### src/design/uart_baud_pkg.sv
// Purpose: Shared constants and types for the serial baud and register block.
// Assumes: Byte-wide registers on a 32-bit classic Wishbone slave, one word each.
// Notes: Byte address is four times the register index.
package uart_baud_pkg;
    // ------------------------------------------------------------------
    // Register indices and addressing
    // ------------------------------------------------------------------
    localparam int REG_COUNT = 8;
    localparam logic [2:0] IDX_BAUD_HIGH = 3'h0;
    localparam logic [2:0] IDX_BAUD_LOW = 3'h1;
    localparam logic [2:0] IDX_LINE_CTRL_ONE = 3'h2;
    localparam logic [2:0] IDX_LINE_CTRL_TWO = 3'h3;
    localparam logic [2:0] IDX_LINE_STAT_ONE = 3'h4;
    localparam logic [2:0] IDX_LINE_STAT_TWO = 3'h5;
    localparam logic [2:0] IDX_DATA_NINTH = 3'h6;
    localparam logic [2:0] IDX_DATA_LOW = 3'h7;
    localparam int WORD_SHIFT = 2;
    localparam int ADDR_WIDTH = 8;

    // ------------------------------------------------------------------
    // Field positions and reset values
    // ------------------------------------------------------------------
    localparam int IR_ENABLE_BIT = 7;
    localparam int PULSE_SEL_HI = 6;
    localparam int PULSE_SEL_LO = 5;
    localparam int DIV_HIGH_HI = 4;
    localparam int TX_ENABLE_BIT = 3;
    localparam int RX_ENABLE_BIT = 2;
    localparam int DIVISOR_WIDTH = 13;
    localparam logic [7:0] BAUD_HIGH_RESET = 8'h00;
    localparam logic [7:0] BAUD_LOW_RESET = 8'h04;
    localparam logic [7:0] BYTE_ZERO = 8'h00;
    localparam logic [7:0] LINE_STAT_ONE_RESET = 8'hC0;
    localparam logic [7:0] DATA_NINTH_MASK = 8'h40;

    // ------------------------------------------------------------------
    // Oversampling and infrared pulse widths, in sixty-fourths of a bit
    // ------------------------------------------------------------------
    localparam int OVERSAMPLE = 16;
    localparam logic [1:0] PULSE_QUARTER = 2'b11;
    localparam logic [1:0] PULSE_THIRTYSECOND = 2'b10;
    localparam logic [1:0] PULSE_SIXTEENTH = 2'b01;
    localparam logic [1:0] PULSE_THREE_SIXTEENTHS = 2'b00;
    localparam logic [5:0] WIDTH_QUARTER = 6'h10;
    localparam logic [5:0] WIDTH_THIRTYSECOND = 6'h02;
    localparam logic [5:0] WIDTH_SIXTEENTH = 6'h04;
    localparam logic [5:0] WIDTH_THREE_SIXTEENTHS = 6'h0C;

    typedef enum logic [1:0] {
        GEN_STOPPED = 2'b00,
        GEN_RUNNING = 2'b01
    } gen_state_t;

    typedef struct packed {
        logic infraredEnable;
        logic [1:0] pulseSelect;
        logic [12:0] divisor;
    } baud_cfg_t;
endpackage : uart_baud_pkg

### src/design/uart_baud_regs.sv
// Purpose: Register file and baud tick generator of an asynchronous serial port.
// Assumes: Classic Wishbone slave, one clock, asynchronous active-low reset.
// Notes: Framing, status flags and wakeup logic live outside this block.
//
// Decided for this implementation: register access over Wishbone.

// ------------------------------------------------------------------
// Top module
// ------------------------------------------------------------------
// Operation
// - Eight registers at base plus byte offsets 0x00-0x1C, four apart.
// - Reserved writes ignored, reserved reads return zero.
// - High register bit 7 enables infrared.
// - Bits 6:5 pick infrared narrow pulse width.
// - Divisor split: five high, eight low bits.
// - Normal rate is clock over sixteen times divisor.
// - Infrared rate is clock over thirty-two times divisor[12:1].
// - Generator stopped until first transmit/receive enable.
// - Zero divisor holds generator disabled.
// - High write staged until low is written.
// - Transmit and receive enables are separate bits.
module uart_baud_regs
    import uart_baud_pkg::*;
(
    input wire logic sys_clk,
    input wire logic resetn,
    input wire logic wb_cyc_i,
    input wire logic wb_stb_i,
    input wire logic wb_we_i,
    input wire logic [ADDR_WIDTH-1:0] wb_adr_i,
    input wire logic [3:0] wb_sel_i,
    input wire logic [31:0] wb_dat_i,
    output logic [31:0] wb_dat_o,
    output logic wb_ack_o,
    output logic baudTick,
    output logic infraredEnable,
    output logic [5:0] irPulseWidth,
    output logic transmitterEnable,
    output logic receiverEnable,
    output logic generatorRunning
);
    // ------------------------------------------------------------------
    // Register storage
    // ------------------------------------------------------------------
    logic [7:0] baudHigh;
    logic [7:0] baudHighStage;
    logic [7:0] baudLow;
    logic [7:0] lineCtrlOne;
    logic [7:0] lineCtrlTwo;
    logic [7:0] dataNinth;
    logic [7:0] dataLow;
    gen_state_t genState;
    gen_state_t next_genState;
    logic [12:0] count;
    logic [12:0] next_count;

    // ------------------------------------------------------------------
    // Bus decode
    // ------------------------------------------------------------------
    wire logic request = wb_cyc_i && wb_stb_i && !wb_ack_o;
    wire logic [2:0] index = wb_adr_i[WORD_SHIFT+2:WORD_SHIFT];
    wire logic mapped = (wb_adr_i >> (WORD_SHIFT + 3)) == '0;
    wire logic writeByte = request && wb_we_i && mapped && wb_sel_i[0];
    wire logic writeHigh = writeByte && (index == IDX_BAUD_HIGH);
    wire logic writeLow = writeByte && (index == IDX_BAUD_LOW);
    wire logic writeCtrlOne = writeByte && (index == IDX_LINE_CTRL_ONE);
    wire logic writeCtrlTwo = writeByte && (index == IDX_LINE_CTRL_TWO);
    wire logic writeNinth = writeByte && (index == IDX_DATA_NINTH);
    wire logic writeData = writeByte && (index == IDX_DATA_LOW);

    // ------------------------------------------------------------------
    // Read mux
    // ------------------------------------------------------------------
    logic [7:0] readByte;
    always_comb begin
        case (index)
            IDX_BAUD_HIGH: readByte = baudHigh;
            IDX_BAUD_LOW: readByte = baudLow;
            IDX_LINE_CTRL_ONE: readByte = lineCtrlOne;
            IDX_LINE_CTRL_TWO: readByte = lineCtrlTwo;
            IDX_LINE_STAT_ONE: readByte = LINE_STAT_ONE_RESET;
            IDX_LINE_STAT_TWO: readByte = BYTE_ZERO;
            IDX_DATA_NINTH: readByte = dataNinth & DATA_NINTH_MASK;
            IDX_DATA_LOW: readByte = dataLow;
            default: readByte = BYTE_ZERO;
        endcase
    end
    wire logic [7:0] answerByte = mapped ? readByte : BYTE_ZERO;

    // ------------------------------------------------------------------
    // Active configuration
    // ------------------------------------------------------------------
    baud_cfg_t cfg;
    assign cfg.infraredEnable = baudHigh[IR_ENABLE_BIT];
    assign cfg.pulseSelect = baudHigh[PULSE_SEL_HI:PULSE_SEL_LO];
    assign cfg.divisor = {baudHigh[DIV_HIGH_HI:0], baudLow};

    // ------------------------------------------------------------------
    // Divisor reload
    // ------------------------------------------------------------------
    // Infrared mode drops divisor bit zero and doubles the tick period, so a bit stays 16 ticks.
    wire logic [12:0] reloadValue = cfg.infraredEnable ?
        {cfg.divisor[12:1], 1'b0} : cfg.divisor;
    wire logic divisorZero = (reloadValue == '0);
    wire logic txEnable = lineCtrlTwo[TX_ENABLE_BIT];
    wire logic rxEnable = lineCtrlTwo[RX_ENABLE_BIT];
    wire logic tickNow = (genState == GEN_RUNNING) && !divisorZero
        && (count <= 13'h0001);

    // ------------------------------------------------------------------
    // Pulse width select
    // ------------------------------------------------------------------
    logic [5:0] widthSel;
    always_comb begin
        case (cfg.pulseSelect)
            PULSE_QUARTER: widthSel = WIDTH_QUARTER;
            PULSE_THIRTYSECOND: widthSel = WIDTH_THIRTYSECOND;
            PULSE_SIXTEENTH: widthSel = WIDTH_SIXTEENTH;
            PULSE_THREE_SIXTEENTHS: widthSel = WIDTH_THREE_SIXTEENTHS;
            default: widthSel = WIDTH_THREE_SIXTEENTHS;
        endcase
    end

    // ------------------------------------------------------------------
    // Generator state
    // ------------------------------------------------------------------
    always_comb begin
        case (genState)
            GEN_STOPPED: next_genState = (txEnable || rxEnable) ? GEN_RUNNING : GEN_STOPPED;
            GEN_RUNNING: next_genState = GEN_RUNNING;
            default: next_genState = GEN_STOPPED;
        endcase
    end

    always_comb begin
        if (genState != GEN_RUNNING || divisorZero) begin
            next_count = reloadValue;
        end else if (tickNow) begin
            next_count = reloadValue;
        end else begin
            next_count = count - 13'h0001;
        end
    end

    // ------------------------------------------------------------------
    // Baud divisor registers
    // ------------------------------------------------------------------
    // The high byte waits in the stage so that both halves of a new divisor land together.
    always_ff @(posedge sys_clk or negedge resetn) begin
        if (!resetn) begin
            baudHighStage <= BAUD_HIGH_RESET;
        end else if (writeHigh) begin
            baudHighStage <= wb_dat_i[7:0];
        end
    end

    always_ff @(posedge sys_clk or negedge resetn) begin
        if (!resetn) begin
            baudHigh <= BAUD_HIGH_RESET;
        end else if (writeLow) begin
            baudHigh <= baudHighStage;
        end
    end

    always_ff @(posedge sys_clk or negedge resetn) begin
        if (!resetn) begin
            baudLow <= BAUD_LOW_RESET;
        end else if (writeLow) begin
            baudLow <= wb_dat_i[7:0];
        end
    end

    // ------------------------------------------------------------------
    // Control and data registers
    // ------------------------------------------------------------------
    // Only the enable bits of the second control byte drive logic here; the rest are storage.
    always_ff @(posedge sys_clk or negedge resetn) begin
        if (!resetn) begin
            lineCtrlOne <= BYTE_ZERO;
        end else if (writeCtrlOne) begin
            lineCtrlOne <= wb_dat_i[7:0];
        end
    end

    always_ff @(posedge sys_clk or negedge resetn) begin
        if (!resetn) begin
            lineCtrlTwo <= BYTE_ZERO;
        end else if (writeCtrlTwo) begin
            lineCtrlTwo <= wb_dat_i[7:0];
        end
    end

    always_ff @(posedge sys_clk or negedge resetn) begin
        if (!resetn) begin
            dataNinth <= BYTE_ZERO;
        end else if (writeNinth) begin
            dataNinth <= wb_dat_i[7:0];
        end
    end

    always_ff @(posedge sys_clk or negedge resetn) begin
        if (!resetn) begin
            dataLow <= BYTE_ZERO;
        end else if (writeData) begin
            dataLow <= wb_dat_i[7:0];
        end
    end

    // ------------------------------------------------------------------
    // Generator registers
    // ------------------------------------------------------------------
    // Once started the generator state never returns to stopped; a zero divisor parks the counter and holds baudTick and generatorRunning low.
    always_ff @(posedge sys_clk or negedge resetn) begin
        if (!resetn) begin
            genState <= GEN_STOPPED;
        end else begin
            genState <= next_genState;
        end
    end

    always_ff @(posedge sys_clk or negedge resetn) begin
        if (!resetn) begin
            count <= '0;
        end else begin
            count <= next_count;
        end
    end

    always_ff @(posedge sys_clk or negedge resetn) begin
        if (!resetn) begin
            baudTick <= 1'b0;
        end else begin
            baudTick <= tickNow;
        end
    end

    // ------------------------------------------------------------------
    // Bus answer
    // ------------------------------------------------------------------
    // Ack is registered, so every access costs one wait cycle but no combinational path.
    always_ff @(posedge sys_clk or negedge resetn) begin
        if (!resetn) begin
            wb_ack_o <= 1'b0;
        end else begin
            wb_ack_o <= request;
        end
    end

    always_ff @(posedge sys_clk or negedge resetn) begin
        if (!resetn) begin
            wb_dat_o <= '0;
        end else begin
            wb_dat_o <= request ? {24'h00_0000, answerByte} : '0;
        end
    end

    // ------------------------------------------------------------------
    // Infrared outputs
    // ------------------------------------------------------------------
    // These copies lag the registers by one clock, which the far side tolerates.
    always_ff @(posedge sys_clk or negedge resetn) begin
        if (!resetn) begin
            infraredEnable <= 1'b0;
        end else begin
            infraredEnable <= cfg.infraredEnable;
        end
    end

    always_ff @(posedge sys_clk or negedge resetn) begin
        if (!resetn) begin
            irPulseWidth <= WIDTH_THREE_SIXTEENTHS;
        end else begin
            irPulseWidth <= widthSel;
        end
    end

    // ------------------------------------------------------------------
    // Enable outputs
    // ------------------------------------------------------------------
    always_ff @(posedge sys_clk or negedge resetn) begin
        if (!resetn) begin
            transmitterEnable <= 1'b0;
        end else begin
            transmitterEnable <= txEnable;
        end
    end

    always_ff @(posedge sys_clk or negedge resetn) begin
        if (!resetn) begin
            receiverEnable <= 1'b0;
        end else begin
            receiverEnable <= rxEnable;
        end
    end

    always_ff @(posedge sys_clk or negedge resetn) begin
        if (!resetn) begin
            generatorRunning <= 1'b0;
        end else begin
            generatorRunning <= (genState == GEN_RUNNING) && !divisorZero;
        end
    end
endmodule : uart_baud_regs

### config.mk
export PLATFORM = sky130hd
export DESIGN_NAME = uart_baud_regs
export DESIGN_NICKNAME = d
export VERILOG_FILES = /design/src/design/uart_baud_pkg.sv /design/src/design/uart_baud_regs.sv
export SDC_FILE = /design/constraint.sdc
export NUM_CORES = 1
export LEC_CHECK = 0
export ABC_CLOCK_PERIOD_IN_PS = 2600
export BUFFER_PORTS_ARGS = -buffer_cell sky130_fd_sc_hd__clkbuf_2
export CORE_ASPECT_RATIO = 1.1
export CORE_MARGIN = 8
export CORE_UTILIZATION = 45
export CTS_CLUSTER_SIZE = 14
export DETAILED_ROUTE_END_ITERATION = 8
export MAX_ROUTING_LAYER = met4
export PLACE_DENSITY = 0.67
export SETUP_SLACK_MARGIN = 0.15
export SLEW_MARGIN = 15
export SYNTH_ARGS = -nofsm -noshare
export SYNTH_HDL_FRONTEND = slang
export SYNTH_SLANG_ARGS = --single-unit
### constraint.sdc
create_clock -name sys_clk -period 2.6 [get_ports sys_clk]
set_clock_uncertainty 0.05 [all_clocks]
set_input_delay 0.13 -clock sys_clk [delete_from_list [all_inputs] [get_ports sys_clk]]
set_output_delay 0.13 -clock sys_clk [all_outputs]
set_load 0.03 [all_outputs]
=== Yosys cells after proc, flatten, opt, wreduce, memory -nomap -nowiden ===
Cells that the tools add are included.

* Output and inout port bits: 44
* Word-level logic and storage cells: 62
* Bits of input ports: 49
* Bits in registers: 90

* Add/subtract/negate cells: 1
* $lt $le $gt $ge: 1
* Equal/unequal tests: 12
* Reduce and logical (&&, ||, !) cells: 22
* Mux-type cells: 9

{| class="wikitable"
|+ Operators by type and width
! kind !! count
|-
| $pmux W8 S8 || 1
|-
| $mux W13 || 2
|-
| $pmux W6 S4 || 1
|-
| $mux W8 || 2
|-
| $le A13 B1 Y1 const B || 1
|-
| $logic_and A1 B1 Y1 || 13
|-
| $logic_not A13 Y1 || 1
|-
| $sub A13 B1 Y13 const B || 1
|-
| $eq A3 B3 Y1 const B || 4
|-
| $logic_not A8 Y1 || 1
|-
| $eq A3 B2 Y1 const B || 2
|-
| $eq A2 B1 Y1 const B || 2
|-
| $eq A2 B2 Y1 const B || 2
|-
| $logic_not A2 Y1 || 2
|-
| $eq A3 B1 Y1 const B || 1
|-
| $logic_not A3 Y1 || 1
|-
| $logic_not A1 Y1 || 2
|-
| $logic_or A1 B1 Y1 || 2
|-
| $mux W1 || 2
|-
| $ne A2 B1 Y1 const B || 1
|-
| $pmux W1 S2 || 1
|}

=== Longest topological paths before layout ===
* Depth after elaboration: 7
* Mapped depth: 7

=== Least setup slack after synthesis ===
Ideal clock, no wire load.

* Kind: register to register
* Start: register wb_ack_o
* End: register baudLow[4]
* Required time: 2.425 ns
* Arrival time: 1.880 ns
* Stages on the path, launching flop included: 6
* Path buffers: 1
* Period minus slack after synthesis: 2.054 ns
* Library setup time: 0.125 ns
* Path slack: 0.546 ns
* Cells stage by stage: dfrtp_1 and3b_2 nand2_2 nor4_4 buf_6 mux2_2

* Word-level cells in the longest chain between the ends: 6

{| class="wikitable"
|+ Ends and longest elaborated chain
! element !! RTL line !! text
|-
| start, declared || uart_baud_regs.sv:34 || <nowiki>output logic wb_ack_o,</nowiki>
|-
| start signal, assigned || uart_baud_regs.sv:245 || <nowiki>wb_ack_o <= request;</nowiki>
|-
| $logic_not A1 Y1 || uart_baud_regs.sv:60 || <nowiki>wire logic request = wb_cyc_i && wb_stb_i && !wb_ack_o;</nowiki>
|-
| $logic_and A1 B1 Y1 || uart_baud_regs.sv:60 ||
|-
| named net request || uart_baud_regs.sv:60 ||
|-
| $logic_and A1 B1 Y1 (3 in a row) || uart_baud_regs.sv:63 || <nowiki>wire logic writeByte = request && wb_we_i && mapped && wb_sel_i[0];</nowiki>
|-
| $logic_and A1 B1 Y1 || uart_baud_regs.sv:65 || <nowiki>wire logic writeLow = writeByte && (index == IDX_BAUD_LOW);</nowiki>
|-
| end signal, assigned || uart_baud_regs.sv:169 || <nowiki>baudLow <= wb_dat_i[7:0];</nowiki>
|-
| end, declared || uart_baud_regs.sv:47 || <nowiki>logic [7:0] baudLow;</nowiki>
|}

The timed path passes the listed nets, and every way through them passes these cells.
A chain may end at the register's enable or synchronous reset.

=== Final worst setup path ===
* Start: register baudHigh[7]
* End: register count[3]

* Word-level cells in the longest chain between the ends: 7
* Elaborated cells between the ends (all ways): 8

{| class="wikitable"
|+ Ends and longest elaborated chain
! element !! RTL line !! text
|-
| start, declared || uart_baud_regs.sv:45 || <nowiki>logic [7:0] baudHigh;</nowiki>
|-
| start signal, assigned || uart_baud_regs.sv:161 || <nowiki>baudHigh <= baudHighStage;</nowiki>
|-
| $mux W1 * || uart_baud_regs.sv:102 || <nowiki>wire logic [12:0] reloadValue = cfg.infraredEnable ?</nowiki>
|-
| $logic_not A13 Y1 * || uart_baud_regs.sv:104 || <nowiki>wire logic divisorZero = (reloadValue == '0);</nowiki>
|-
| $logic_not A1 Y1 || uart_baud_regs.sv:107 || <nowiki>wire logic tickNow = (genState == GEN_RUNNING) && !divisorZero</nowiki>
|-
| $logic_and A1 B1 Y1 || uart_baud_regs.sv:107 ||
|-
| $logic_and A1 B1 Y1 || uart_baud_regs.sv:108 || <nowiki>&& (count <= 13'h0001);</nowiki>
|-
| $mux W13 || uart_baud_regs.sv:138 || <nowiki>end else if (tickNow) begin</nowiki>
|-
| $mux W13 * || uart_baud_regs.sv:136 || <nowiki>if (genState != GEN_RUNNING || divisorZero) begin</nowiki>
|-
| named net next_count[3] || uart_baud_regs.sv:55 || <nowiki>logic [12:0] next_count;</nowiki>
|-
| end signal, assigned || uart_baud_regs.sv:225 || <nowiki>count <= next_count;</nowiki>
|-
| end, declared || uart_baud_regs.sv:54 || <nowiki>logic [12:0] count;</nowiki>
|}

Mark *: on every way through the listed nets, which the timed path passes. The rest lies on a longest branch.

==> results.md <==
- Result of the run: finished, final reports clean
- FILL cells: 754
- R2R Path End: count[3]$_DFF_PN0_
- CP max stage delay: 0.50 ns
- Final wirelength: 7720 µm
- Reg-to-reg startpoint: baudHigh[7]$_DFFE_PN0P_
- Post-synth top cells: 78 x dfrtp_1, 51 x mux2_2, 27 x buf_4
- Worst rel slew slack: 0.342
- Avg WL per Cell: 16.7 µm
- Multi-input gate area: 1630 µm²
- CTS Buffer Depth: 2
- Post-CTS Setup Bufs: 0
- Crit path DAT: 2.31 ns
- Fin area: 4280 µm²
- DRT Pass-1 Iters: 4
- Vias in the first global route: 2,481
- Area Growth Syn to Fin: 10.7%
- LEAKAGE: 0.00215 µW
- TritonCTS buffer count: 9
- Met2 WL: 3720 µm
- Gr ovfl total: 0
- Via count: 2,343
- Asr flop ratio synth: 1.00
- TNS Setup: 0 ns
- Number of synthesized register bits: 81
- Largest area contributor in the netlist: dfrtp_1
- Fraction of layout cells with a size suffix above 1: 0.372
- GP Congestion: 0.748
- Critical Path End Type: flip-flop
- Critical path class: reg2reg
- Worst hold path type: in2reg
- VDD IR-drop max: 285 µV
- H-tree Lvls: 3
- Initial Utilization: 0.462
- Met3 routed WL: 352 µm
- Core area: 8360 µm²
- Pin count of the biggest net entering global routing: 82
- Crit-path slowest cell: o31a_2
- Dpl cell area: 4060 µm²
- NumNets Final: 398
- Fin. Hold Viols: 0
- Critical path startpoint category: flip-flop
- Met1 wire length: 3460 µm
- Fin crit period: 2.12 ns
- Synth unique cells: 46
- Worst Tran Pin Value: 0.987 ns
- Post_cts resized: 0
- Placed wire-length estimate: 5310 µm
- Initial antenna violation count: 0
- Horiz. Die Dim: 104 µm
- CP Cell Sequence: nand2b_1, a41oi_1, o31a_2, mux2_2
- Comb power frac: 0.214
- Period utilisation layout: 0.815
- Ant diodes: 0
- FF+latch area: 2030 µm²
- Required time of the critical path: 2.79 ns
- Rows: 35
- Mapped Cells: 305
- Main synth FF type: dfrtp_1
- Sequential power share: 0.460
- HP Start: wb_dat_i[0]
- Top post-synthesis cells by area: dfrtp_1 51%, mux2_2 15%, buf_4 5.2%
- Hold buffer count at cts: 1
- Area of the mapped netlist: 3860 µm²
- Seq/Total Area, Yosys: 0.526
- Final setup violation count: 0
- Via density: 5.06
- Most frequent cell after synthesis: dfrtp_1
- Antenna viol nets, final: 0
- First-pass GRT wire length: 12,600 µm
- Post-synth EDFFs: 0
- Clock-pin slew on the worst setup and hold paths: 0.08 ns
- Die area: 11,800 µm²
- Clock sinks: 81
- Drt first-iter violations: 62
- Worst R2R Setup Slack: 0.48 ns
- Slew Limit Fails: 0
- Fmax: 472 MHz
- Internal: 2130 µW
- Total global-route track usage: 0.139
- Number of max-cap violations: 0
- Hold path depth: 2
- RSZ-0062 raised after global routing: false
- Port Buffers: 37
- R2R cell count: 4
- Crit-path max FO: 12
- Hold worst-path end: dataLow[0]$_DFFE_PN0P_
- Skew-Pair Late Insertion Delay: 0.35 ns
- Max Used Layer: met4
- Average size of a mapped cell: 12.7 µm²
- Share of the synthesized area in the top cell type: 0.506
- Clk root buf: clkbuf_8
- Residual DRC: 0
- Ys Warns: 0
- Sw power: 865 µW
- I/O pin count: 93
- Clk pwr share: 0.327
- Pwr per Cell Area: 701 nW/µm²
- Net Sw Frac: 0.289
- CTS tree: done
- Die Y: 113 µm
==> power groups by stage <==
stage          Clock (µW)  Combinational [µW]  Sequential, µW
2_1_floorplan           0                 528            1410
3_3_place_gp            0                 624            1400
3_5_place_dp            0                 634            1400
4_1_cts               998                 645            1380
5_1_grt              1040                 712            1390
6_report              979                 640            1380
==> logic make-up after synthesis <==
group	Yosys count	share of synthesized area
flip-flops	81	0.526
AND/OR/NAND/NOR	72	0.112
multiplexers	70	0.212
AO/OA/AOI/OAI	25	0.0493
other	1	0.000971
XOR/XNOR	8	0.0181
adder cells (fa/ha/maj)	2	0.00648
buffers and inverters	46	0.0755
==> cells in the final DEF (no fill, tap or decap), types with 9 or more instances in the layout <==
cell type / netlist / routed
clkbuf_2: 1 / 36
clkbuf_8: 0 / 9
conb_1: 1 / 26
dfrtp_1: 78 / 78
inv_1: 9 / 9
mux2_2: 51 / 51
mux2i_1: 10 / 10
nand2_1: 9 / 9
nor2_1: 18 / 18
nor3_1: 9 / 9
==> sequential cells by signal, summed over array words and instances, names as in the netlist, 4 cells and up <==
signal / cells
dataLow: 8
irPulseWidth: 4
baudLow: 8
wb_dat_o: 8
baudHighStage: 8
count: 13
lineCtrlTwo: 8
lineCtrlOne: 8
baudHigh: 8
==> cell type report <==
type | instances | area share
Clock buffer | 13 | 0.0325
Clock inverter | 3 | 0.0152
Inverter | 9 | 0.00790
Multi-Input combinational cell | 203 | 0.382
Sequential cell | 81 | 0.475
Tap cell | 111 | 0.0325
Timing Repair Buffer | 43 | 0.0550
==> routing by layer <==
layer  global-route usage  vias up
li1                     -     1110
met1                0.162     1165
met2                0.217       53
met3               0.0438       15
met4               0.0618        0
met5                    -        -
==> critical path, delay by kind of cell, from the launching register on <==
kind,cells,cell delay (ns)
DFF,1,0.42
AOI/OAI and AO/OA,2,0.95
muxes,1,0.38
and+or+nand+nor,1,0.20
==> worst max-delay path by stage <==
stage                       startpoint                      to  slack (ns)  cells after the start
2_1_floorplan       wb_ack_o$_DFF_PN0_  baudLow[4]$_DFFE_PN0P_        0.55                      5
3_3_place_gp   baudHigh[7]$_DFFE_PN0P_      count[2]$_DFF_PN0_        0.52                      4
3_5_place_dp   baudHigh[7]$_DFFE_PN0P_      count[3]$_DFF_PN0_        0.51                      4
4_1_cts        baudHigh[7]$_DFFE_PN0P_      count[3]$_DFF_PN0_        0.44                      4
5_1_grt        baudHigh[7]$_DFFE_PN0P_      count[3]$_DFF_PN0_        0.33                      4
6_report       baudHigh[7]$_DFFE_PN0P_      count[3]$_DFF_PN0_        0.48                      4
==> stage by stage <==
stage | hold slack, ns | util | instances | setup WS, ns | power [µW]
detailed placement | 0.317 | 0.486 | 446 | 0.507 | 2040
floorplan | -0.216 | - | 330 | 0.546 | 1930
global route | 0.0203 | 0.511 | 463 | 0.327 | 3140
global placement | 0.311 | 0.486 | 446 | 0.516 | 2020
CTS | 0.00647 | 0.511 | 463 | 0.441 | 3020
finish | 0.0232 | 0.511 | 463 | 0.481 | 3000
No activity file was read; power rests on OpenSTA's default activity.
